==> src/pkg/fsrb_pkg.sv <==
// Constants, field layout and carrier types of the fault status register bank.
// Assumes an APB master with 32-bit data on the same clock as the bank.
//
// Summary of operation
// - Power-stage fault word at index E0h, read-only, reads zero after reset.
// - Power-stage bit 31 is the OR of every power-stage fault flag.
// - Power-stage bit 30 shows a regulator fault.
// - Power-stage bit 28 shows any overcurrent condition.
// - Power-stage bit 27 is low while a supply power-on reset is seen.
// - Power-stage bit 26 shows supply overvoltage.
// - Power-stage bit 25 shows thermal warning or thermal shutdown.
// - Power-stage bit 23 shows thermal warning.
// - Power-stage bit 22 shows thermal shutdown.
// - Bits 21 to 16 show overcurrent per switch, phase C high first.
// - Power-stage bit 14 shows a one-time-programmable memory error.
// - Power-stage bit 13 shows regulator overcurrent.
// - Power-stage bit 12 shows regulator undervoltage.
// - Power-stage bit 11 shows charge pump undervoltage.
// - Controller fault word at index E2h, read-only, reads zero after reset.
// - Controller bit 31 is the OR of every controller fault flag.
// - Controller bit 25 shows a resistance and inductance measurement error.
// - Controller bit 20 shows the rotor lock flag only; the two lock limit flags sit at bits 19 and 18.
// - Controller bit 17 shows load supply undervoltage.
package fsrb_pkg;

  // Register indices and byte addresses (one aligned word per index)
  localparam int APB_AW = 12;
  localparam logic [7:0] PWR_IDX = 8'he0;
  localparam logic [7:0] CTL_IDX = 8'he2;
  localparam logic [APB_AW-1:0] PWR_ADDR = {2'h0, PWR_IDX, 2'h0};
  localparam logic [APB_AW-1:0] CTL_ADDR = {2'h0, CTL_IDX, 2'h0};
  localparam logic [31:0] PWR_RESET = 32'h0000_0000;
  localparam logic [31:0] CTL_RESET = 32'h0000_0000;

  // Power-stage word field positions
  localparam int PWR_SUM_BIT = 31;
  localparam int PWR_REG_FAULT_BIT = 30;
  localparam int PWR_OC_ANY_BIT = 28;
  localparam int PWR_POR_N_BIT = 27;
  localparam int PWR_OV_BIT = 26;
  localparam int PWR_THERM_ANY_BIT = 25;
  localparam int PWR_THERM_WARN_BIT = 23;
  localparam int PWR_THERM_SHUT_BIT = 22;
  localparam int PWR_SWITCH_LSB = 16;
  localparam int PWR_OTP_BIT = 14;
  localparam int PWR_REG_OC_BIT = 13;
  localparam int PWR_REG_UV_BIT = 12;
  localparam int PWR_CP_UV_BIT = 11;

  // Controller word field positions: flags occupy 29..14, bit 30 reserved
  localparam int CTL_SUM_BIT = 31;
  localparam int CTL_FLAG_LSB = 14;
  localparam int CTL_FLAG_MSB = 29;
  localparam int CTL_RL_ERR_BIT = 25;
  localparam int CTL_LOCK_BIT = 20;
  localparam int CTL_UV_BIT = 17;

  // Synchroniser settle count before the active-low supply flag is trusted
  localparam logic [1:0] SYNC_SETTLE = 2'h2;

  // Power-stage detector levels
  typedef struct packed {
    logic regulator_fault_flag;
    logic overcurrent_any_flag;
    logic supply_reset_n_flag;
    logic supply_overvoltage_flag;
    logic thermal_warning_flag;
    logic thermal_shutdown_flag;
    logic phase_c_high_overcurrent;
    logic phase_c_low_overcurrent;
    logic phase_b_high_overcurrent;
    logic phase_b_low_overcurrent;
    logic phase_a_high_overcurrent;
    logic phase_a_low_overcurrent;
    logic otp_error_flag;
    logic regulator_overcurrent_flag;
    logic regulator_undervoltage_flag;
    logic charge_pump_low_flag;
  } fsrb_pwr_flags_s;

  // Controller detector levels, most significant field is bit 29
  typedef struct packed {
    logic pulse_freq_fault;
    logic pulse_t1_fault;
    logic pulse_t2_fault;
    logic bus_limit_flag;
    logic rl_measure_error;
    logic emf_measure_error;
    logic speed_abnormal_flag;
    logic emf_abnormal_flag;
    logic motor_absent_flag;
    logic rotor_lock_flag;
    logic lock_limit_flag;
    logic hw_lock_limit_flag;
    logic load_supply_low_flag;
    logic load_supply_high_flag;
    logic speed_loop_sat_flag;
    logic current_loop_sat_flag;
  } fsrb_ctl_flags_s;

  // APB request from the master
  typedef struct packed {
    logic psel;
    logic penable;
    logic pwrite;
    logic [APB_AW-1:0] paddr;
    logic [31:0] pwdata;
  } fsrb_apb_req_s;

  // APB answer to the master
  typedef struct packed {
    logic pready;
    logic pslverr;
    logic [31:0] prdata;
  } fsrb_apb_rsp_s;

endpackage : fsrb_pkg

==> src/rtl/fsrb_top.sv <==
// Read-only bank of the power-stage and controller fault status words.
// Assumes detector levels arrive asynchronously and an APB master on i_clk.
//
// The APB register port was decided locally.
`timescale 1ns/100ps
module fsrb_top (
  // Clock and reset
  input wire logic i_clk,
  input wire logic i_rstn,
  // APB slave
  input wire fsrb_pkg::fsrb_apb_req_s i_apb,
  output fsrb_pkg::fsrb_apb_rsp_s o_apb,
  // Detector levels
  input wire fsrb_pkg::fsrb_pwr_flags_s i_pwr_flags,
  input wire fsrb_pkg::fsrb_ctl_flags_s i_ctl_flags,
  // Summary levels for fault pins
  output logic o_pwr_fault,
  output logic o_ctl_fault
);
  import fsrb_pkg::*;

  // All state of the bank
  typedef struct packed {
    fsrb_pwr_flags_s pwr_meta;
    fsrb_pwr_flags_s pwr_sync;
    fsrb_ctl_flags_s ctl_meta;
    fsrb_ctl_flags_s ctl_sync;
    logic [1:0] settle;
    logic [31:0] rdata;
    logic slverr;
  } fsrb_state_s;

  fsrb_state_s state_r;
  fsrb_state_s state_nxt;
  logic supply_valid;
  logic [31:0] pwr_word;
  logic [31:0] ctl_word;
  logic setup_phase;
  logic read_setup;
  logic write_setup;
  logic pwr_hit;
  logic ctl_hit;
  logic addr_known;
  logic refuse;
  logic [31:0] read_word;
  logic supply_reset_seen;
  logic [15:0] pwr_fault_vec;
  logic [15:0] ctl_fault_vec;
  logic pwr_any_fault;
  logic ctl_any_fault;

  // The active-low supply flag is trusted only once the synchroniser has filled
  assign supply_valid = (state_r.settle == SYNC_SETTLE);

  // Supply reset is a fault while its active-low level is low; gated so the
  // all-zero reset state of the synchroniser does not raise the summary at once
  assign supply_reset_seen = supply_valid & ~state_r.pwr_sync.supply_reset_n_flag;

  // Power-stage fault vector, every flag in its fault sense
  always_comb begin
    pwr_fault_vec = 16'h0000;
    pwr_fault_vec[15] = state_r.pwr_sync.regulator_fault_flag; // Regulator fault
    pwr_fault_vec[14] = state_r.pwr_sync.overcurrent_any_flag; // Any overcurrent
    pwr_fault_vec[13] = supply_reset_seen; // Supply reset, inverted sense
    pwr_fault_vec[12] = state_r.pwr_sync.supply_overvoltage_flag; // Supply overvoltage
    pwr_fault_vec[11] = state_r.pwr_sync.thermal_warning_flag; // Thermal warning
    pwr_fault_vec[10] = state_r.pwr_sync.thermal_shutdown_flag; // Thermal shutdown
    pwr_fault_vec[9] = state_r.pwr_sync.phase_c_high_overcurrent; // Phase C high side
    pwr_fault_vec[8] = state_r.pwr_sync.phase_c_low_overcurrent; // Phase C low side
    pwr_fault_vec[7] = state_r.pwr_sync.phase_b_high_overcurrent; // Phase B high side
    pwr_fault_vec[6] = state_r.pwr_sync.phase_b_low_overcurrent; // Phase B low side
    pwr_fault_vec[5] = state_r.pwr_sync.phase_a_high_overcurrent; // Phase A high side
    pwr_fault_vec[4] = state_r.pwr_sync.phase_a_low_overcurrent; // Phase A low side
    pwr_fault_vec[3] = state_r.pwr_sync.otp_error_flag; // Programmable memory error
    pwr_fault_vec[2] = state_r.pwr_sync.regulator_overcurrent_flag; // Regulator overcurrent
    pwr_fault_vec[1] = state_r.pwr_sync.regulator_undervoltage_flag; // Regulator undervoltage
    pwr_fault_vec[0] = state_r.pwr_sync.charge_pump_low_flag; // Charge pump undervoltage
  end

  // Controller fault vector, bit 15 lands on word bit 29 and bit 0 on bit 14
  always_comb begin
    ctl_fault_vec = 16'h0000;
    ctl_fault_vec[15] = state_r.ctl_sync.pulse_freq_fault; // Word bit 29
    ctl_fault_vec[14] = state_r.ctl_sync.pulse_t1_fault; // Word bit 28
    ctl_fault_vec[13] = state_r.ctl_sync.pulse_t2_fault; // Word bit 27
    ctl_fault_vec[12] = state_r.ctl_sync.bus_limit_flag; // Word bit 26
    ctl_fault_vec[11] = state_r.ctl_sync.rl_measure_error; // Word bit 25
    ctl_fault_vec[10] = state_r.ctl_sync.emf_measure_error; // Word bit 24
    ctl_fault_vec[9] = state_r.ctl_sync.speed_abnormal_flag; // Word bit 23
    ctl_fault_vec[8] = state_r.ctl_sync.emf_abnormal_flag; // Word bit 22
    ctl_fault_vec[7] = state_r.ctl_sync.motor_absent_flag; // Word bit 21
    ctl_fault_vec[6] = state_r.ctl_sync.rotor_lock_flag; // Word bit 20
    ctl_fault_vec[5] = state_r.ctl_sync.lock_limit_flag; // Word bit 19
    ctl_fault_vec[4] = state_r.ctl_sync.hw_lock_limit_flag; // Word bit 18
    ctl_fault_vec[3] = state_r.ctl_sync.load_supply_low_flag; // Word bit 17
    ctl_fault_vec[2] = state_r.ctl_sync.load_supply_high_flag; // Word bit 16
    ctl_fault_vec[1] = state_r.ctl_sync.speed_loop_sat_flag; // Word bit 15
    ctl_fault_vec[0] = state_r.ctl_sync.current_loop_sat_flag; // Word bit 14
  end

  // Summaries straight from the live vectors, no extra register stage
  assign pwr_any_fault = |pwr_fault_vec;
  assign ctl_any_fault = |ctl_fault_vec;

  // Power-stage word, rebuilt each cycle from the synchronised flags
  always_comb begin
    pwr_word = PWR_RESET; // Reserved bits stay zero
    pwr_word[PWR_REG_FAULT_BIT] = state_r.pwr_sync.regulator_fault_flag;
    pwr_word[PWR_OC_ANY_BIT] = state_r.pwr_sync.overcurrent_any_flag;
    pwr_word[PWR_POR_N_BIT] = state_r.pwr_sync.supply_reset_n_flag; // Low means reset seen
    pwr_word[PWR_OV_BIT] = state_r.pwr_sync.supply_overvoltage_flag;
    pwr_word[PWR_THERM_ANY_BIT] = state_r.pwr_sync.thermal_warning_flag
      | state_r.pwr_sync.thermal_shutdown_flag;
    pwr_word[PWR_THERM_WARN_BIT] = state_r.pwr_sync.thermal_warning_flag;
    pwr_word[PWR_THERM_SHUT_BIT] = state_r.pwr_sync.thermal_shutdown_flag;
    pwr_word[PWR_SWITCH_LSB+5:PWR_SWITCH_LSB] = {
      state_r.pwr_sync.phase_c_high_overcurrent,
      state_r.pwr_sync.phase_c_low_overcurrent,
      state_r.pwr_sync.phase_b_high_overcurrent,
      state_r.pwr_sync.phase_b_low_overcurrent,
      state_r.pwr_sync.phase_a_high_overcurrent,
      state_r.pwr_sync.phase_a_low_overcurrent};
    pwr_word[PWR_OTP_BIT] = state_r.pwr_sync.otp_error_flag;
    pwr_word[PWR_REG_OC_BIT] = state_r.pwr_sync.regulator_overcurrent_flag;
    pwr_word[PWR_REG_UV_BIT] = state_r.pwr_sync.regulator_undervoltage_flag;
    pwr_word[PWR_CP_UV_BIT] = state_r.pwr_sync.charge_pump_low_flag;
    // Summary; the supply flag counts in its fault sense
    pwr_word[PWR_SUM_BIT] = pwr_any_fault;
  end

  // Controller word: fields 29..14 map straight from the flag struct
  always_comb begin
    ctl_word = CTL_RESET; // Reserved bits stay zero
    ctl_word[CTL_FLAG_MSB:CTL_FLAG_LSB] = ctl_fault_vec;
    ctl_word[CTL_SUM_BIT] = ctl_any_fault; // Same-cycle summary
  end

  // Setup phase is where the registered answer is prepared
  assign setup_phase = i_apb.psel & ~i_apb.penable;

  // Request kind and address hits, acted on in the setup phase only
  assign read_setup = setup_phase & ~i_apb.pwrite;
  assign write_setup = setup_phase & i_apb.pwrite;
  assign pwr_hit = (i_apb.paddr == PWR_ADDR);
  assign ctl_hit = (i_apb.paddr == CTL_ADDR);
  assign addr_known = pwr_hit | ctl_hit;

  // Writes are always refused, reads only where nothing is mapped
  assign refuse = write_setup | (read_setup & ~addr_known);

  // Read data mux; refused or idle accesses return zero
  always_comb begin
    read_word = 32'h0000_0000;
    if (read_setup) begin
      case (i_apb.paddr)
        PWR_ADDR: read_word = pwr_word;
        CTL_ADDR: read_word = ctl_word;
        default: read_word = 32'h0000_0000;
      endcase
    end
  end

  // Next state: two-stage synchronisers, settle counter, read data
  always_comb begin
    state_nxt = state_r;
    state_nxt.pwr_meta = i_pwr_flags;
    state_nxt.pwr_sync = state_r.pwr_meta;
    state_nxt.ctl_meta = i_ctl_flags;
    state_nxt.ctl_sync = state_r.ctl_meta;
    if (!supply_valid) begin
      state_nxt.settle = state_r.settle + 2'h1;
    end
    if (setup_phase) begin
      state_nxt.rdata = read_word;
      state_nxt.slverr = refuse; // Writes refused, contents untouched
    end
  end

  // State register; reset clears both words
  always_ff @(posedge i_clk) begin
    if (!i_rstn) begin
      state_r <= '0;
    end else begin
      state_r <= state_nxt;
    end
  end

  // Zero-wait answer; data and error come from flip-flops
  assign o_apb.pready = 1'b1;
  assign o_apb.pslverr = state_r.slverr;
  assign o_apb.prdata = state_r.rdata;
  assign o_pwr_fault = pwr_word[PWR_SUM_BIT];
  assign o_ctl_fault = ctl_word[CTL_SUM_BIT];

endmodule : fsrb_top

==> config.mk <==
export PLATFORM = sky130hd
export DESIGN_NAME = fsrb_top
export DESIGN_NICKNAME = d
export VERILOG_FILES = /design/src/pkg/fsrb_pkg.sv /design/src/rtl/fsrb_top.sv
export SDC_FILE = /design/constraint.sdc
export NUM_CORES = 1
export LEC_CHECK = 0
export BUFFER_PORTS_ARGS = -buffer_cell sky130_fd_sc_hd__clkbuf_2
export CORE_ASPECT_RATIO = 0.7
export CORE_MARGIN = 3
export CORE_UTILIZATION = 52
export CTS_CLUSTER_DIAMETER = 100
export DETAILED_ROUTE_END_ITERATION = 8
export PLACE_DENSITY_LB_ADDON = 0.15
export SKIP_CTS_REPAIR_TIMING = 1
export SLEW_MARGIN = 30
export SYNTH_ARGS = -nofsm -noshare
export SYNTH_HDL_FRONTEND = slang
export SYNTH_SLANG_ARGS = --single-unit
==> constraint.sdc <==
create_clock -name i_clk -period 3.7 [get_ports i_clk]
set_clock_uncertainty 0.2 [all_clocks]
set_input_delay 0.925 -clock i_clk [delete_from_list [all_inputs] [get_ports i_clk]]
set_output_delay 0.925 -clock i_clk [all_outputs]
set_load 0.05 [all_outputs]
==> impl_metrics.json <==
{
  "gp_congestion": 0.7355,
  "grt_overflow": 0,
  "holdCritStartpoint": "state_nxt[76]",
  "nNetsFinal": 422,
  "worstSetupPathType": "reg2out",
  "synthTopCellsByCount": "dfxtp_1 (88), and2_1 (66), buf_4 (35)",
  "hp-class": "reg2reg",
  "drc": 0,
  "setup_viol": 0,
  "required_ns": 2.57,
  "hold_violations": 0,
  "die-area_mm2": 0.006981,
  "total_leakage_power_nw": 1.544,
  "place_area_mm2": 0.003316,
  "status": "completed",
  "min_period_ns": 2.885,
  "ir_drop_mv": 0.2769,
  "final_util_pct": 64.68,
  "clkLatencyLatePin_ns": 0.34,
  "multi_input_area_mm2": 0.001051,
  "grt_max_degree": 37,
  "detail-route-antenna-nets": 0,
  "fp.dieH_um": 70.81,
  "p_per_area_mw_per_mm2": 541.3,
  "slew_headroom_pct": 61.62,
  "drtPass1Iterations": 6,
  "cts_tree": "yes",
  "via_per_inst": 4.825,
  "grt_pass1_wl_um": 8259,
  "yosys_warnings": 0,
  "power_frac_clock_pct": 39.8,
  "syn2layout_area_growth_pct": 14.11,
  "rows": 22,
  "htreeDepth": 3,
  "synth_top_cell_area_share_pct": 56.46,
  "port-buffer-count": 72,
  "async_flop_share_pct": 0,
  "antenna-diode-count": 0,
  "place_ws_ns": 1.045,
  "r2r-start": "ctl_fault_vec[11]",
  "clk_pin_slew_ns": 0.08,
  "clock_path_buffers": 2,
  "end_kind": "primary output",
  "cts_sinks": 88,
  "power_switching_uw": 406.5,
  "clockRootBuffer": "clkbuf_8",
  "drive_above_1_share_pct": 28.12,
  "fin_area_mm2": 0.003561,
  "startpoint": "pwr_fault_vec[1]",
  "ys_ff_latch": 88,
  "yosysUniqueCellTypes": 32,
  "layout_setup_ws_ns": 0.8149,
  "fin_setup_tns_ns": 0,
  "cp_max_fo": 2,
  "avgSynthCellArea_um2": 10.76,
  "worstPathArrival_ns": 1.76,
  "core_area_mm2": 0.005505,
  "syn-instance-count": 290,
  "start_util_pct": 56.68,
  "grtUsageTotal_pct": 15.15,
  "synthFlopType": "dfxtp_1",
  "n_fill_cell": 447,
  "cts_buffers": 9,
  "dieWidth_um": 98.59,
  "hpwl_um": 3850,
  "antenna_found_initial": 0,
  "regArea_mm2": 0.001762,
  "avgRoutedWirePerCell_um": 12.65,
  "tightestPinTransition_ns": 0.5757,
  "grt_setup_unrepaired": "no",
  "fin_crit_sh_pct": 77.97,
  "finalMaxSlewViolations": 0,
  "synth_area_leaders": "dfxtp_1 (56%), and2_1 (13%), buf_4 (8.4%)",
  "io_pins": 117,
  "p_sw_share_pct": 21.09,
  "p_comb_share_pct": 7.9,
  "vias": 2012,
  "syn_area_mm2": 0.003120,
  "seqPwrFrac_pct": 52.3,
  "grt_pass1_vias": 1808,
  "cp-start-kind": "flop",
  "whs_ns": 0.2306,
  "yosysSeqAreaShare_pct": 56.46,
  "post-synth-top-area-cell": "dfxtp_1",
  "drt_wl_total_um": 5274,
  "maxCapViolations": 0,
  "synth.most_common_cell": "dfxtp_1",
  "first_iter_violations": 77,
  "synth_edf_count": 0,
  "fmax_mhz": 346.6,
  "intPower_mw": 1.521
}
sequential cells by signal, summed over array words and instances (netlist names):
name           flops
o_apb             22
ctl_fault_vec     16
state_nxt         32
pwr_word           1
state_r            2
pwr_fault_vec     15
power groups by stage:
stage,sequential [mW],combinational [mW],clock [mW]
5_1_grt,1.01,0.172,0.819
3_3_place_gp,1.03,0.151,0
2_1_floorplan,1.02,0.126,0
3_5_place_dp,1.03,0.153,0
4_1_cts,1.01,0.154,0.785
6_report,1.01,0.153,0.767
cell families (layout without fill, tap and decap cells):
group | after synthesis | in the layout | synth area share [%]
flip-flops | 88 | 88 | 56.46
adder cells (fa/ha/maj) | 1 | 1 | 0.4009
AO/OA/AOI/OAI | 39 | 39 | 9.342
AND/OR/NAND/NOR | 107 | 107 | 22.21
other | 2 | 12 | 0.2407
buffers and inverters | 52 | 97 | 11.07
XOR/XNOR | 1 | 1 | 0.2807
cell usage in the layout (no fill, tap or decap), types with 2 or more instances in the layout:
| master | count |
|---|---|
| nand2_1 | 2 |
| nor2_1 | 2 |
| a21boi_1 | 10 |
| bufinv_16 | 3 |
| nor2b_1 | 8 |
| a32oi_1 | 4 |
| inv_1 | 3 |
| o21ai_0 | 3 |
| buf_4 | 5 |
| and2_1 | 66 |
| nand3_1 | 12 |
| nor4_4 | 2 |
| conb_1 | 12 |
| clkbuf_2 | 72 |
| a21boi_0 | 3 |
| dfxtp_1 | 88 |
| a22oi_1 | 17 |
| nor4_1 | 7 |
| clkbuf_8 | 10 |
layer usage:
| metal | track usage, % | vias up | share of wire [%] |
|---|---|---|---|
| li1 | - | 1029 | - |
| met1 | 20.35 | 899 | 47 |
| met2 | 22.32 | 76 | 43 |
| met3 | 5.320 | 8 | 8.1 |
| met4 | 6.364 | 0 | 1.2 |
| met5 | 0 | - | 0 |
critical path, cell delays in order (launching register included):
cell       delay [ns]
dfxtp_1          0.33
nor4_1           0.37
o2111ai_1        0.18
or2_2            0.31
clkbuf_2         0.24
per-stage QoR:
stage,instances,power (mW)
floorplan,300,1.149
global placement,401,1.179
detailed placement,401,1.182
CTS,417,1.945
global route,417,2.003
finish,417,1.927
final timing paths:
check,depth (start not counted),end,slack [ns]
worst max-delay path,4,o_pwr_fault,0.81
worst min-delay path,1,pwr_fault_vec[9],0.23
worst max register to register,4,o_apb[31],2.15
worst min register to register,1,pwr_fault_vec[9],0.23
cell type report:
| class | count | area share, % |
|---|---|---|
| Multi-Input combinational cell | 160 | 29.52 |
| Timing Repair Buffer | 77 | 11.17 |
| Clock buffer | 11 | 3.970 |
| Tap cell | 72 | 2.530 |
| Sequential cell | 88 | 49.47 |
| Inverter | 4 | 0.4216 |
| Clock inverter | 5 | 2.916 |
Note: power is estimated with default switching activity, not from simulation.
